<file path="config.mk">
export PLATFORM = sky130hd
export DESIGN_NAME = fmx_exec
export DESIGN_NICKNAME = d
export VERILOG_FILES = /design/src/design/fmx_pkg.sv /design/src/design/fmx_ea_check.sv /design/src/design/fmx_exec.sv /design/src/design/fmx_fifo.sv
export SDC_FILE = /design/constraint.sdc
export NUM_CORES = 1
export LEC_CHECK = 0
export BUFFER_PORTS_ARGS = -buffer_cell sky130_fd_sc_hd__clkbuf_2
export CAP_MARGIN = 25
export CORE_AREA = 10 10 216 423
export DETAILED_ROUTE_END_ITERATION = 10
export DIE_AREA = 0 0 226 433
export GPL_TIMING_DRIVEN = 1
export PLACE_DENSITY_LB_ADDON = 0.15
export SKIP_CTS_REPAIR_TIMING = 1
export SYNTH_ARGS = -nofsm -noshare
export SYNTH_HDL_FRONTEND = slang
export SYNTH_SLANG_ARGS = --single-unit
</file>
<file path="constraint.sdc">
create_clock -name mclk -period 6.5 [get_ports mclk]
set_clock_uncertainty 0.15 [all_clocks]
set_input_delay 1.95 -clock mclk [delete_from_list [all_inputs] [get_ports mclk]]
set_output_delay 1.95 -clock mclk [all_outputs]
set_load 0.1 [all_outputs]
</file>
<file path="src/design/fmx_pkg.sv">
package fmx_pkg;

    // ------------------------------------------------------------
    // Opcode patterns
    // ------------------------------------------------------------
    localparam logic [9:0]  OP_FROM_FLAGS   = 10'h10b; // opword[15:6]
    localparam logic [9:0]  OP_TO_FLAGS     = 10'h113; // opword[15:6]
    localparam logic [9:0]  OP_FROM_STATUS  = 10'h103; // opword[15:6]
    localparam logic [12:0] OP_LC_POST      = 13'h1ec4; // opword[15:3]
    localparam logic [10:0] OP_LC_ABS       = 11'h7b0; // opword[15:5]
    localparam logic [15:0] LC_EXT_MARK     = 16'h8000;
    localparam logic [15:0] LC_EXT_ZERO     = 16'h0fff;

    // ------------------------------------------------------------
    // Field positions
    // ------------------------------------------------------------
    localparam int OPW_CLASS_LSB    = 6;
    localparam int OPW_LCPOST_LSB   = 3;
    localparam int OPW_LCABS_LSB    = 5;
    localparam int EA_REG_LSB       = 0;
    localparam int EA_MODE_LSB      = 3;
    localparam int LC_OPMODE_LSB    = 3;
    localparam int LC_DST_REG_LSB   = 12;
    localparam int LINE_WORD_LSB    = 2;

    // ------------------------------------------------------------
    // Addressing mode codes
    // ------------------------------------------------------------
    localparam logic [2:0] MODE_DREG    = 3'h0;
    localparam logic [2:0] MODE_AREG    = 3'h1;
    localparam logic [2:0] MODE_IND     = 3'h2;
    localparam logic [2:0] MODE_INDEX   = 3'h6;
    localparam logic [2:0] MODE_EXT     = 3'h7;
    localparam logic [2:0] EXT_ABS_W    = 3'h0;
    localparam logic [2:0] EXT_ABS_L    = 3'h1;
    localparam logic [2:0] EXT_IMM      = 3'h4;

    // Line copy variant bits: [0] source is absolute, [1] no increment
    localparam int LC_VAR_SRC_ABS = 0;
    localparam int LC_VAR_NO_INC  = 1;

    // ------------------------------------------------------------
    // Flags and status word
    // ------------------------------------------------------------
    localparam logic [7:0] FLAGS_RESET      = 8'h00;
    localparam logic [7:0] FLAGS_IMPL_MASK  = 8'h1f;
    localparam logic [7:0] STATUS_HI_MASK   = 8'hff;
    localparam logic [7:0] ZERO_BYTE        = 8'h00;

    // ------------------------------------------------------------
    // Operand sizes and line geometry
    // ------------------------------------------------------------
    localparam logic [1:0]  SIZE_BYTE       = 2'h0;
    localparam logic [1:0]  SIZE_WORD       = 2'h1;
    localparam logic [1:0]  SIZE_LONG       = 2'h2;
    localparam logic [31:0] LINE_BYTES      = 32'h10;
    localparam logic [1:0]  LAST_BEAT       = 2'h3;
    localparam int          FIFO_WIDTH      = 32;
    localparam int          FIFO_DEPTH      = 32;

    // ------------------------------------------------------------
    // Carriers and states
    // ------------------------------------------------------------
    typedef struct packed {
        logic        write;
        logic [2:0]  mode;
        logic [2:0]  regno;
        logic [1:0]  size;
        logic [15:0] wdata;
    } fmx_opnd_req_t;

    typedef struct packed {
        logic        write;
        logic [31:0] addr;
    } fmx_burst_req_t;

    typedef enum logic [9:0] {
        ST_IDLE    = 10'h001,
        ST_OPND_RD = 10'h002,
        ST_OPND_WR = 10'h004,
        ST_LC_DST  = 10'h008,
        ST_LC_RREQ = 10'h010,
        ST_LC_RDAT = 10'h020,
        ST_LC_WREQ = 10'h040,
        ST_LC_WDAT = 10'h080,
        ST_LC_PSRC = 10'h100,
        ST_LC_PDST = 10'h200
    } fmx_state_t;

endpackage

</file>
<file path="src/design/fmx_ea_check.sv">
`timescale 1ns/1ps
`default_nettype none
module fmx_ea_check
    import fmx_pkg::*;
(
    input  wire logic [2:0] mode,
    input  wire logic [2:0] regno,
    output logic            data_alt_ok,
    output logic            data_src_ok
);
    // Data alterable: data reg, memory modes, absolute short or long
    function automatic logic is_data_alt(input logic [2:0] m,
                                         input logic [2:0] r);
        is_data_alt = (m == MODE_DREG) ||
                      (m >= MODE_IND && m <= MODE_INDEX) ||
                      (m == MODE_EXT && (r == EXT_ABS_W || r == EXT_ABS_L));
    endfunction

    // Data modes: everything but address direct, up to immediate
    function automatic logic is_data(input logic [2:0] m,
                                     input logic [2:0] r);
        is_data = (m != MODE_AREG) && (m != MODE_EXT || r <= EXT_IMM);
    endfunction

    assign data_alt_ok = is_data_alt(mode, regno);
    assign data_src_ok = is_data(mode, regno);
endmodule
`default_nettype wire

</file>
<file path="src/design/fmx_exec.sv">
`timescale 1ns/1ps
`default_nettype none
module fmx_exec
    import fmx_pkg::*;
(
    input  wire logic           mclk,
    input  wire logic           reset,
    input  wire logic           instr_valid,
    output logic                instr_ready,
    input  wire logic [15:0]    instr_opword,
    input  wire logic [15:0]    instr_ext1,
    input  wire logic [15:0]    instr_ext2,
    input  wire logic [7:0]     status_hi_byte,
    output logic      [7:0]     condition_flags,
    output logic                exec_done,
    output logic                illegal_instr,
    output logic                opnd_valid,
    output fmx_opnd_req_t       opnd_req,
    input  wire logic           opnd_ready,
    input  wire logic [15:0]    opnd_rdata,
    output logic      [2:0]     ptr_rd_sel,
    input  wire logic [31:0]    ptr_rd_data,
    output logic                ptr_wr_en,
    output logic      [2:0]     ptr_wr_sel,
    output logic      [31:0]    ptr_wr_data,
    output logic                burst_valid,
    output fmx_burst_req_t      burst_req,
    input  wire logic           burst_ready,
    input  wire logic           rbeat_valid,
    output logic                rbeat_ready,
    input  wire logic [31:0]    rbeat_data,
    output logic                wbeat_valid,
    input  wire logic           wbeat_ready,
    output logic      [31:0]    wbeat_data
);
    // ------------------------------------------------------------
    // State
    // ------------------------------------------------------------
    fmx_state_t  state_reg, state_next;
    logic [7:0]  flags_reg, flags_next;
    logic        load_reg, load_next;
    logic [2:0]  mode_reg, mode_next;
    logic [2:0]  regno_reg, regno_next;
    logic [15:0] wdata_reg, wdata_next;
    logic [31:0] src_reg, src_next;
    logic [31:0] dst_reg, dst_next;
    logic [2:0]  src_sel_reg, src_sel_next;
    logic [2:0]  dst_sel_reg, dst_sel_next;
    logic        inc_src_reg, inc_src_next;
    logic        inc_dst_reg, inc_dst_next;
    logic [1:0]  beat_reg, beat_next;
    logic [31:0] hold_reg [4];

    // ------------------------------------------------------------
    // Decode
    // ------------------------------------------------------------
    logic [2:0]  ea_mode;
    logic [2:0]  ea_regno;
    logic [1:0]  lc_var;
    logic [31:0] abs_addr;
    logic        is_from_flags;
    logic        is_to_flags;
    logic        is_from_status;
    logic        is_lc_post;
    logic        is_lc_abs;
    logic        data_alt_ok;
    logic        data_src_ok;
    logic        is_legal;
    logic        accept;
    logic [15:0] flags_word;
    logic [15:0] status_word;
    logic        fifo_out_valid;
    logic        fifo_out_ready;
    logic [31:0] fifo_out_data;
    logic        rd_fire;
    logic        wr_fire;
    logic [1:0]  rd_slot;
    logic [1:0]  wr_slot;

    assign ea_mode  = instr_opword[EA_MODE_LSB +: 3];
    assign ea_regno = instr_opword[EA_REG_LSB +: 3];
    assign lc_var   = instr_opword[LC_OPMODE_LSB +: 2];
    assign abs_addr = {instr_ext1, instr_ext2};

    assign is_from_flags  = instr_opword[OPW_CLASS_LSB +: 10] == OP_FROM_FLAGS;
    assign is_to_flags    = instr_opword[OPW_CLASS_LSB +: 10] == OP_TO_FLAGS;
    assign is_from_status =
        instr_opword[OPW_CLASS_LSB +: 10] == OP_FROM_STATUS;
    assign is_lc_post = (instr_opword[OPW_LCPOST_LSB +: 13] == OP_LC_POST) &&
                        ((instr_ext1 & LC_EXT_MARK) != '0) &&
                        ((instr_ext1 & LC_EXT_ZERO) == '0);
    assign is_lc_abs  = instr_opword[OPW_LCABS_LSB +: 11] == OP_LC_ABS;

    fmx_ea_check u_ea_check (
        .mode        (ea_mode),
        .regno       (ea_regno),
        .data_alt_ok (data_alt_ok),
        .data_src_ok (data_src_ok)
    );

    // Only permitted mode/register pairs execute
    assign is_legal = (is_from_flags  && data_alt_ok) ||
                      (is_from_status && data_alt_ok) ||
                      (is_to_flags    && data_src_ok) ||
                      is_lc_post || is_lc_abs;
    assign instr_ready   = (state_reg == ST_IDLE);
    assign accept        = instr_valid && instr_ready;
    assign illegal_instr = accept && !is_legal;

    // Words written out; unimplemented positions forced to zero
    assign flags_word  = {ZERO_BYTE, flags_reg & FLAGS_IMPL_MASK};
    assign status_word = {status_hi_byte & STATUS_HI_MASK,
                          flags_reg & FLAGS_IMPL_MASK};

    // ------------------------------------------------------------
    // Bus-facing outputs
    // ------------------------------------------------------------
    assign condition_flags = flags_reg;
    assign opnd_valid      = (state_reg == ST_OPND_RD) ||
                             (state_reg == ST_OPND_WR);
    assign opnd_req.write  = (state_reg == ST_OPND_WR);
    assign opnd_req.mode   = mode_reg;
    assign opnd_req.regno  = regno_reg;
    assign opnd_req.size   = SIZE_WORD;
    assign opnd_req.wdata  = wdata_reg;

    assign ptr_rd_sel = (state_reg == ST_IDLE) ? ea_regno : dst_sel_reg;
    assign ptr_wr_en  = ((state_reg == ST_LC_PSRC) && inc_src_reg) ||
                        ((state_reg == ST_LC_PDST) && inc_dst_reg);
    assign ptr_wr_sel = (state_reg == ST_LC_PSRC) ? src_sel_reg : dst_sel_reg;
    assign ptr_wr_data = (state_reg == ST_LC_PSRC) ?
                         src_reg + LINE_BYTES :
                         dst_reg + LINE_BYTES;

    // Each burst starts at the long word named by its address
    assign burst_valid     = (state_reg == ST_LC_RREQ) ||
                             (state_reg == ST_LC_WREQ);
    assign burst_req.write = (state_reg == ST_LC_WREQ);
    assign burst_req.addr  = burst_req.write ? dst_reg : src_reg;

    // Read beats land in line slots starting at the source word
    assign fifo_out_ready = (state_reg == ST_LC_RDAT);
    assign rd_fire  = fifo_out_valid && fifo_out_ready;
    assign rd_slot  = src_reg[LINE_WORD_LSB +: 2] + beat_reg;
    assign wr_slot  = dst_reg[LINE_WORD_LSB +: 2] + beat_reg;
    assign wbeat_valid = (state_reg == ST_LC_WDAT);
    assign wbeat_data  = hold_reg[wr_slot];
    assign wr_fire     = wbeat_valid && wbeat_ready;

    fmx_fifo #(
        .WIDTH (FIFO_WIDTH),
        .DEPTH (FIFO_DEPTH)
    ) u_fifo (
        .mclk      (mclk),
        .reset     (reset),
        .in_valid  (rbeat_valid),
        .in_ready  (rbeat_ready),
        .in_data   (rbeat_data),
        .out_valid (fifo_out_valid),
        .out_ready (fifo_out_ready),
        .out_data  (fifo_out_data),
        .full      (),
        .empty     ()
    );

    // ------------------------------------------------------------
    // Sequencer
    // ------------------------------------------------------------
    always_comb begin
        state_next   = state_reg;
        flags_next   = flags_reg;
        load_next    = load_reg;
        mode_next    = mode_reg;
        regno_next   = regno_reg;
        wdata_next   = wdata_reg;
        src_next     = src_reg;
        dst_next     = dst_reg;
        src_sel_next = src_sel_reg;
        dst_sel_next = dst_sel_reg;
        inc_src_next = inc_src_reg;
        inc_dst_next = inc_dst_reg;
        beat_next    = beat_reg;
        exec_done    = 1'b0;
        case (state_reg)
            ST_IDLE: begin
                if (accept && is_legal) begin
                    mode_next  = ea_mode;
                    regno_next = ea_regno;
                    load_next  = is_to_flags;
                    if (is_from_flags) begin
                        wdata_next = flags_word;
                        state_next = ST_OPND_WR;
                    end else if (is_to_flags) begin
                        state_next = ST_OPND_RD;
                    end else if (is_from_status) begin
                        wdata_next = status_word;
                        state_next = (ea_mode == MODE_DREG) ?
                                     ST_OPND_WR : ST_OPND_RD;
                    end else if (is_lc_post) begin
                        src_next     = ptr_rd_data;
                        src_sel_next = ea_regno;
                        dst_sel_next =
                            instr_ext1[LC_DST_REG_LSB +: 3];
                        inc_src_next = 1'b1;
                        inc_dst_next = 1'b1;
                        state_next   = ST_LC_DST;
                    end else begin
                        src_sel_next = ea_regno;
                        dst_sel_next = ea_regno;
                        inc_src_next = !lc_var[LC_VAR_NO_INC] &&
                                       !lc_var[LC_VAR_SRC_ABS];
                        inc_dst_next = !lc_var[LC_VAR_NO_INC] &&
                                       lc_var[LC_VAR_SRC_ABS];
                        src_next = lc_var[LC_VAR_SRC_ABS] ?
                                   abs_addr : ptr_rd_data;
                        dst_next = lc_var[LC_VAR_SRC_ABS] ?
                                   ptr_rd_data : abs_addr;
                        state_next = ST_LC_RREQ;
                    end
                end
            end
            ST_OPND_RD: begin
                if (opnd_ready) begin
                    if (load_reg) begin
                        flags_next = {3'h0, opnd_rdata[4:0]};
                        exec_done  = 1'b1;
                        state_next = ST_IDLE;
                    end else begin
                        state_next = ST_OPND_WR;
                    end
                end
            end
            ST_OPND_WR: begin
                if (opnd_ready) begin
                    exec_done  = 1'b1;
                    state_next = ST_IDLE;
                end
            end
            ST_LC_DST: begin
                dst_next   = ptr_rd_data;
                state_next = ST_LC_RREQ;
            end
            ST_LC_RREQ: begin
                beat_next = 2'h0;
                if (burst_ready) begin
                    state_next = ST_LC_RDAT;
                end
            end
            ST_LC_RDAT: begin
                if (rd_fire) begin
                    beat_next = beat_reg + 2'h1;
                    if (beat_reg == LAST_BEAT) begin
                        state_next = ST_LC_WREQ;
                    end
                end
            end
            ST_LC_WREQ: begin
                beat_next = 2'h0;
                if (burst_ready) begin
                    state_next = ST_LC_WDAT;
                end
            end
            ST_LC_WDAT: begin
                if (wr_fire) begin
                    beat_next = beat_reg + 2'h1;
                    if (beat_reg == LAST_BEAT) begin
                        state_next = ST_LC_PSRC;
                    end
                end
            end
            ST_LC_PSRC: begin
                state_next = ST_LC_PDST;
            end
            ST_LC_PDST: begin
                exec_done  = 1'b1;
                state_next = ST_IDLE;
            end
            default: begin
                state_next = ST_IDLE;
            end
        endcase
    end

    // Holding register for the whole source line
    always_ff @(posedge mclk) begin
        if (rd_fire) begin
            hold_reg[rd_slot] <= fifo_out_data;
        end
    end

    // Control registers
    always_ff @(posedge mclk) begin
        if (reset) begin
            state_reg <= ST_IDLE;
            flags_reg <= FLAGS_RESET;
            load_reg  <= 1'b0;
            beat_reg  <= 2'h0;
        end else begin
            state_reg <= state_next;
            flags_reg <= flags_next;
            load_reg  <= load_next;
            beat_reg  <= beat_next;
        end
    end

    // Operand and address holding
    always_ff @(posedge mclk) begin
        if (reset) begin
            mode_reg    <= '0;
            regno_reg   <= '0;
            wdata_reg   <= '0;
            src_reg     <= '0;
            dst_reg     <= '0;
            src_sel_reg <= '0;
            dst_sel_reg <= '0;
            inc_src_reg <= 1'b0;
            inc_dst_reg <= 1'b0;
        end else begin
            mode_reg    <= mode_next;
            regno_reg   <= regno_next;
            wdata_reg   <= wdata_next;
            src_reg     <= src_next;
            dst_reg     <= dst_next;
            src_sel_reg <= src_sel_next;
            dst_sel_reg <= dst_sel_next;
            inc_src_reg <= inc_src_next;
            inc_dst_reg <= inc_dst_next;
        end
    end
endmodule
`default_nettype wire

</file>
<file path="src/design/fmx_fifo.sv">
`timescale 1ns/1ps
`default_nettype none
module fmx_fifo #(
    parameter int WIDTH = 32,
    parameter int DEPTH = 32
) (
    input  wire logic             mclk,
    input  wire logic             reset,
    input  wire logic             in_valid,
    output logic                  in_ready,
    input  wire logic [WIDTH-1:0] in_data,
    output logic                  out_valid,
    input  wire logic             out_ready,
    output logic      [WIDTH-1:0] out_data,
    output logic                  full,
    output logic                  empty
);
    localparam int AW = $clog2(DEPTH);

    logic [WIDTH-1:0] mem_reg [DEPTH];
    logic [AW:0]      wr_ptr_reg;
    logic [AW:0]      rd_ptr_reg;
    logic             push;
    logic             pop;

    // Status from pointer comparison
    assign empty     = (wr_ptr_reg == rd_ptr_reg);
    assign full      = (wr_ptr_reg[AW-1:0] == rd_ptr_reg[AW-1:0]) &&
                       (wr_ptr_reg[AW] != rd_ptr_reg[AW]);
    assign in_ready  = !full;
    assign out_valid = !empty;
    assign push      = in_valid && !full;
    assign pop       = out_ready && !empty;
    assign out_data  = mem_reg[rd_ptr_reg[AW-1:0]];

    // Storage
    always_ff @(posedge mclk) begin
        if (push) begin
            mem_reg[wr_ptr_reg[AW-1:0]] <= in_data;
        end
    end

    // Pointers
    always_ff @(posedge mclk) begin
        if (reset) begin
            wr_ptr_reg <= '0;
            rd_ptr_reg <= '0;
        end else begin
            wr_ptr_reg <= wr_ptr_reg + (AW+1)'(push);
            rd_ptr_reg <= rd_ptr_reg + (AW+1)'(pop);
        end
    end
endmodule
`default_nettype wire

</file>
======== Word-level counts from Yosys, hierarchy flattened ========
Memories as Yosys holds them, arrays and structs flattened. A register that Yosys moved wholly into a read port is not among the register bits.
Cells that the tools add are included.
W data, S select, Z words.
cells by class
  add/subtract/negate cells ............... 7
  order comparisons ....................... 3
  equality and inequality tests ........... 37
  mux-type cells .......................... 47
  bitwise operators ....................... 3
  reductions and logical operators ........ 49
operator list
  kind                     number
  $mux W32                 10
  $mux W10                 9
  $pmux W10 S9             1
  $add A32 B5 Y32 const B  2
  $pmux W32 S2             1
  $mux W16                 3
  $eq A10 B9 Y1 const B    4
  $mux W5                  5
  $logic_and A1 B1 Y1      19
  $ne A2 B2 Y1 const B     9
  $logic_not A16 Y1        1
  $mux W3                  5
  $eq A13 B13 Y1 const B   1
  $add A6 B1 Y6            2
  $eq A11 B11 Y1 const B   1
  $logic_or A1 B1 Y1       11
  $eq A10 B1 Y1 const B    1
  $eq A10 B10 Y1 const B   1
  $eq A10 B2 Y1 const B    1
  $eq A10 B3 Y1 const B    1
  $eq A10 B4 Y1 const B    1
  $eq A10 B5 Y1 const B    1
  $eq A10 B6 Y1 const B    1
  $eq A10 B7 Y1 const B    1
  30 further kinds         54
storage, ports and cells
  flip-flop bits (word level) ............. 124
  bits in writable memories ............... 1152
  input port bits ......................... 143
  output and inout bits ................... 144
  logic and storage cells ................. 163
  memories ................................ 2
memories
  memory          depth  bits a word  read ports  clocked after memory_dff  write ports  line            source
  u_fifo.mem_reg  32     32           1           1                         1            fmx_fifo.sv:20  logic [WIDTH-1:0] mem_reg [DEPTH];
  hold_reg        4      32           1           0                         1            fmx_exec.sv:52  logic [31:0] hold_reg [4];

======== Longest topological paths before layout ========
Gate-level depths: netlist of the first run.
  word-level depth ........................ 12
  gate-level depth with buffers ........... 15
  depth with buffers taken out ............ 10

======== Hierarchy ========
From an unflattened synthesis of the first run, not the netlist that was laid out.
second synthesis, totals
  cell total of the unflattened synthesis .. 2844
  area, all modules ....................... 51122.8 um2
by module, submodules not included
  module        times used  cells an instance  area each (um2)  sequential area each (um2)
  fmx_fifo      1           1796               39484.1          30989.7
  fmx_exec      1           1043               11599.9          6025.8
  fmx_ea_check  1           5                  38.8             0.0

======== Least setup slack after synthesis of the first run ========
No wires, ideal clock.
  path type ............................... register -> output
  from .................................... reg state_reg[4]
  to ...................................... out ptr_wr_data[12]
  arrival ................................. 4.404 ns
  required time ........................... 4.400 ns
  setup slack ............................. -0.004 ns
  cell stages (with the launch flop) ...... 16
  path buffers ............................ 5
  path through ............................ dfxtp_1 buf_6 or4_1 buf_2 nor3_4 buf_2 buf_2 buf_2 nand2_1 nand2_1 ha_1 o21ai_2 a21oi_2 nand3_1 xor2_1 mux2i_1
on the way
  word-level cells in the longest chain between the ends .. 2
RTL lines
  element                 line             source
  from (decl)             fmx_exec.sv:39   fmx_state_t state_reg, state_next;
  from (signal assigned)  fmx_exec.sv:299  state_reg <= state_next;
  $eq A10 B9 Y1           fmx_exec.sv:131  assign ptr_wr_data = (state_reg == ST_LC_PSRC) ?
  $mux W32                fmx_exec.sv:131
  to (decl)               fmx_exec.sv:25   output logic [31:0] ptr_wr_data,
No other way between the ends.

======== Final worst setup path of the first run ========
  from .................................... reg state_reg[4]
  to ...................................... out ptr_wr_data[31]
The elaborated chain is that of the path after synthesis.

==> qor.yml, run 1 <==
run_status:
  status: "completed"
timing:
  period_needed_ns: 6.08
  worst_slew_pin_slew_ns: 1.27
  rsz0062_at_grt: "false"
  tns_ns: 0
  maxSlewHeadroom_pct: 15.4
  slew_viol_final: 0
  setup_viol: 0
  final-hold-violation-count: 0
  hold_ws_ns: 0.330
  max_freq_ghz: 0.165
  finalCritPeriodShare_pct: 93.5
power_and_ir_drop:
  p_int_mw: 12.6
  p_comb_share_pct: 2.5
  power_leakage_nw: 18.4
  seq_power_share_pct: 56.8
  pwr-share-clk_pct: 40.7
  p_sw_share_pct: 20.2
  p_sw_mw: 3.19
  ir_drop_mv: 0.261
  power_density_nw_per_um2: 271
clocking:
  cts.path.max_buffers: 3
  cts_buffers: 105
  cts_num_sinks: 1273
  htreeDepth: 3
  cts_tree: "yes"
  clk_latency_ns: 0.72
  path_clk_slew_ns: 0.07
  cts_root_buf: "clkbuf_16"
floorplan:
  rows: 151
  dieWidth_um: 226
  initial_core_util_pct: 60.6
  core_area_um2: 84500
  die-area_um2: 97900
  ios: 287
  die_h_um: 433
placed_design:
  dp_cells: 3892
  gp_congestion: 0.918
  portBuffers: 267
  post_dp_cell_area_um2: 54600
  place_hpwl_um: 78000
detailed_routing:
  routed_wl_um: 126000
  wire_per_inst_um: 30.7
  drt_iter0_markers: 2847
  ant_nets: 0
  drc: 0
  vias: 26739
  first_pass_iters: 5
  vias_per_cell: 6.52
critical_path:
  crit_type: "flip-flop to output pin"
  timing.rr.start: "u_fifo.rd_ptr_reg[0]"
  r2r_cells: 5
  rr_endpoint: "hold_reg[2][11]"
  cp_max_fo: 9
  arrival_ns: 3.98
  startpoint_type: "flip-flop"
  end_kind: "output pin"
  crit_required_ns: 4.40
  reg2reg_slack_ns: 2.32
layout:
  final_core_util_pct: 68.9
  syn_to_final_growth_pct: 13.7
  largest_register_ffs: 1024
  fillers: 5263
  fin_nets: 3087
  final_area_um2: 58200
  drive_gt1_share_pct: 33.9
  fin_cells: 4099
logic_synthesis:
  synth.area.mux_share_pct: 18.5
  synthArstFlopShare_pct: 0
  ys_seq_area_share_pct: 72.3
  synth_flop_cell: "edfxtp_1"
  synthesis.instances: 2616
  synth.area.top_cells: "edfxtp_1, mux4_2, dfxtp_1, mux2i_1, nor2_1"
  syn_area_um2: 51200
  synth_top_family_by_area: "multiplexers"
  synth_fa_ha_area_share_pct: 0.196
  synth_warnings: 0
  yosysTopAreaCell: "edfxtp_1"
  synth_compound_area_share_pct: 2.15
  synthSimpleGateAreaFrac_pct: 4.41
  yosys.area_share.xor_xnor_pct: 0.924
  avgSynthCellArea_um2: 19.6
  synth_seq_cells: 1273
  synthDominantCellAreaShare_pct: 67.6
  synthDistinctLibCells: 71
  synth_edf_count: 1152
global_routing:
  antenna_found_initial: 3
  grtUsageTotal_pct: 26.0
  grt_max_degree: 163
  grt_pass1_vias: 27909
  grt_overflow_total: 0
  grt_pass1_wl_um: 185000
hold_path:
  worstHoldPathType: "flip-flop to flip-flop"
  min_path_cells: 2
  whs_endpoint: "wdata_reg[11]"
  hold_path_startpoint: "wdata_reg[11]"
run:
  maxCapViolations: 0
==> layout by cell type, fill, tap and decap left out, types with 11 or more instances in the layout <==
cell       count
nor3_1        14
a211oi_1      26
edfxtp_1    1152
clkinv_1      17
mux2i_1      114
a21oi_1       14
clkbuf_2     226
buf_4        103
dfxtp_1      116
nand2b_1      13
o21ai_0       20
mux4_2       352
clkinv_2      22
xor2_1        21
inv_1         11
buf_12        27
clkbuf_1      17
nor2_4        35
bufinv_16     12
nand3_1       48
nand2_1      165
nor2_1       136
xnor2_1       32
clkbuf_16    107
mux2_2        35
a211oi_2      40
==> metrics by stage <==
| step | total power [mW] | setup WS (ns) |
|---|---|---|
| final | 15.8 | 0.421 |
| after global routing | 16.2 | 0.259 |
| after floorplan | 9.32 | 0.0688 |
| after global placement | 9.52 | 0.756 |
| after CTS | 15.9 | -0.0365 |
| after detailed placement | 9.54 | 0.757 |
==> worst max-delay path: stages, from the launching register on <==
cell and delay, ns:
dfxtp_1 0.40, nor4_1 0.56, nand3_2 0.11, buf_4 0.23, mux2i_1 0.37, nand4_1 0.47
nor4_1 0.38, xnor2_1 0.11, mux2i_1 0.14, clkbuf_2 0.49
==> kinds of logic (layout without fill, tap and decap cells) <==
kind of cell	after synthesis	after routing
compound gates	126	126
xor+xnor	54	54
fa+ha+maj	8	8
buf+inv	165	568
flops	1273	1273
mux	502	502
other cells	2	11
simple gates	486	486
==> synthesized netlist by cell type (all sizes together), types with 4 or more instances <==
cell type and instances:
or3b 4, edfxtp 1152, nand2b 13, nor4 10, nand2 167, nand3 49
or2 4, nor3 19, mux2i 115, a21oi 16, nor4b 5, mux4 352
buf 64, a211oi 67, xnor2 33, inv 11, ha 8, clkbuf 89
nor3b 5, mux2 35, nor2b 6, xor2 21, and3 8, o21ai 22
nand3b 5, dfxtp 121, nor2 171, nand4 6
==> worst max path at each step <==
| stage | start | to | slack [ns] | depth (start not counted) |
|---|---|---|---|---|
| 5_1_grt | state_reg[4] | ptr_wr_data[16] | 0.26 | 11 |
| 2_1_floorplan | state_reg[4] | ptr_wr_data[30] | 0.07 | 14 |
| 6_report | state_reg[4] | ptr_wr_data[31] | 0.42 | 9 |
| 3_5_place_dp | state_reg[1] | ptr_wr_data[31] | 0.76 | 8 |
| 3_3_place_gp | instr_opword[5] | illegal_instr | 0.76 | 8 |
| 4_1_cts | state_reg[1] | ptr_wr_data[31] | -0.04 | 8 |
==> power groups by stage <==
stage / registers (mW) / logic [mW] / clock network, mW
CTS: 8.97 / 0.393 / 6.53
finish: 8.97 / 0.392 / 6.43
detailed placement: 9.15 / 0.391 / 0
global route: 8.97 / 0.420 / 6.84
floorplan: 9.15 / 0.176 / 0
global placement: 9.15 / 0.373 / 0
==> metal layers <==
metal	routed length (µm)	track usage [%]	up-vias	share of wire [%]
li1	-	-	11243	-
met1	43800	30.8	13987	35
met2	68100	46.6	1265	54
met3	8980	3.99	242	7.1
met4	4890	10.6	2	3.9
met5	20	0	-	0.016
==> final cells by class <==
type,count,area (µm²),area share [%]
inverter,12,50.0,0.0860
clock inverter,71,726,1.25
timing repair buffer,360,2550,4.39
clock buffer,125,2760,4.73
sequential,1273,37000,63.6
antenna,3,7.51,0.0129
tap,1071,1340,2.30
multi-input combinational,1184,13700,23.6
(Power assumes the default switching activity.)
==> run 2, diff against run 1 <==
Settings changed: REMOVE_ABC_BUFFERS set to 1.
==> run 2 against run 1 <==
Against the previous run:
- largest power group unchanged
- sequential cell count unchanged
- power is 0.34% lower
- critical endpoint is now ptr_wr_data[16]
- global-route usage rose by 0.55 points
- highest routed layer unchanged
==> qor.yml, run 2 (same netlist as run 1, synthesis figures left out) <==
timing:
  worst_slew_pin_slew_ns: 1.12  # was 1.27 ns
  final-hold-violation-count: 0  # unchanged
  max_freq_ghz: 0.161  # was 0.165 GHz
  finalCritPeriodShare_pct: 95.8  # was 93.5%
  setup_viol: 0  # unchanged
  rsz0062_at_grt: "false"  # unchanged
  tns_ns: 0  # unchanged
  hold_ws_ns: 0.330  # about the same
  period_needed_ns: 6.23  # was 6.08 ns
  maxSlewHeadroom_pct: 25.3  # was 15.4%
  slew_viol_final: 0  # unchanged
global_routing:
  grt_max_degree: 129  # was 163
  grt_pass1_vias: 27745  # was 27.9k
  grtUsageTotal_pct: 26.6  # was 26.0%
  grt_overflow_total: 0  # unchanged
  grt_pass1_wl_um: 187000  # was 185000 µm
  antenna_found_initial: 2  # was 3
floorplan:
  core_area_um2: 84500  # unchanged
  initial_core_util_pct: 60.6  # unchanged
  die_h_um: 433  # unchanged
  rows: 151  # unchanged
  die-area_um2: 97900  # unchanged
  dieWidth_um: 226  # unchanged
  ios: 287  # unchanged
run_status:
  status: "completed"  # unchanged
clocking:
  cts_tree: "yes"  # unchanged
  clk_latency_ns: 0.69  # was 0.72 ns
  cts_buffers: 104  # was 105
  htreeDepth: 3  # unchanged
  cts_root_buf: "clkbuf_16"  # unchanged
  cts.path.max_buffers: 3  # unchanged
  path_clk_slew_ns: 0.07  # about the same
  cts_num_sinks: 1273  # unchanged
power_and_ir_drop:
  ir_drop_mv: 0.291  # was 0.261 mV
  power_density_nw_per_um2: 271  # about the same
  total_power_mw: 15.7  # was 15.8 mW
  power_leakage_nw: 18.4  # about the same
hold_path:
  worstHoldPathType: "flip-flop to flip-flop"  # unchanged
critical_path:
  cp_max_fo: 9  # unchanged
  crit_required_ns: 4.40  # about the same
  startpoint_type: "flip-flop"  # unchanged
  arrival_ns: 4.13  # was 3.98 ns
  crit_type: "flip-flop to output pin"  # unchanged
  end_kind: "output pin"  # unchanged
detailed_routing:
  drt_iter0_markers: 3166  # was 2847
  vias_per_cell: 6.57  # was 6.52
  routed_wl_um: 128000  # was 126000 µm
  first_pass_iters: 5  # unchanged
  wire_per_inst_um: 31.3  # was 30.7 µm
  drc: 0  # unchanged
  ant_nets: 0  # unchanged
  vias: 26768  # was 26.7k
layout:
  fin_nets: 3070  # was 3087
  final_common_cell: "edfxtp_1"  # unchanged
  largest_register_ffs: 1024  # unchanged
  syn_to_final_growth_pct: 13.7  # about the same
  drive_gt1_share_pct: 33.4  # was 33.9%
  layout_common_cells: "edfxtp_1, mux4_2, clkbuf_2"  # unchanged
  fillers: 5226  # was 5263
  final_area_um2: 58200  # about the same
run:
  maxCapViolations: 0  # unchanged
placed_design:
  gp_congestion: 0.885  # was 0.918
  post_dp_cell_area_um2: 54700  # was 54600 µm²
  place_hpwl_um: 73600  # was 78000 µm
  portBuffers: 267  # unchanged
[run 2: cell count changes in the layout (fill, tap and decap cells not counted), sizes merged]
cell,delta
clkinvlp,+1
clkbuf,-3
bufinv,+2
diode,-2
inv,-1
buf,-22
clkinv,+2
[run 2: worst paths after layout]
| check | startpoint | endpoint | slack (ns) | cells past startpoint |
|---|---|---|---|---|
| worst max-delay path | state_reg[4] | ptr_wr_data[16] | 0.27 | 11 |
| worst max register to register | u_fifo.rd_ptr_reg[4] | u_fifo.mem_reg[25][18] | 2.14 | 9 |
| worst min-delay path | wdata_reg[8] | wdata_reg[8] | 0.33 | 2 |
| worst min register to register | wdata_reg[8] | wdata_reg[8] | 0.33 | 2 |
[run 2: power by group]
part | switching (mW) | leakage (nW) | internal [mW]
Sequential | 0.0117 | 11.4 | 8.96
Combinational | 0.277 | 5.33 | 0.112
Clock | 2.83 | 1.68 | 3.54
[run 2: stage by stage]
stage	setup slack (ns)	std cells	util, %
2_1_floorplan	-7.35	2469	-
3_3_place_gp	0.809	3881	64.7
3_5_place_dp	0.835	3881	64.7
4_1_cts	0.231	4072	68.8
5_1_grt	0.0866	4076	68.9
6_report	0.274	4076	68.9
[run 2: cell type report]
type / instances / area [µm²] / area share [%]
well taps: 1071 / 1340 / 2.30
multi-input cells: 1184 / 13700 / 23.6
repair buffers: 344 / 2570 / 4.41
clock buffers: 116 / 2690 / 4.62
flip-flops and latches: 1273 / 37000 / 63.7
clock inverters: 75 / 757 / 1.30
diodes: 1 / 2.50 / 0.00430
inverters: 12 / 50.0 / 0.0860
[run 2: routing by layer]
layer / vias to the layer above / GRT usage, % / part of all wire (%)
met5: - / 0 / 0.010
met4: 2 / 10.4 / 3.9
met3: 261 / 4.16 / 7.6
met2: 1344 / 47.6 / 54
met1: 13977 / 31.7 / 34
li1: 11184 / - / -
[run 2: worst max-delay path, cell delays in order (launching register included)]
cell	delay [ns]
dfxtp_1	0.40
or4_1	0.70
nor3_4	0.30
nand2_1	0.09
nand2_1	0.09
ha_1	0.22
o21ai_2	0.21
a21oi_2	0.29
nor3b_2	0.31
a21boi_2	0.23
xnor2_1	0.12
clkbuf_2	0.47
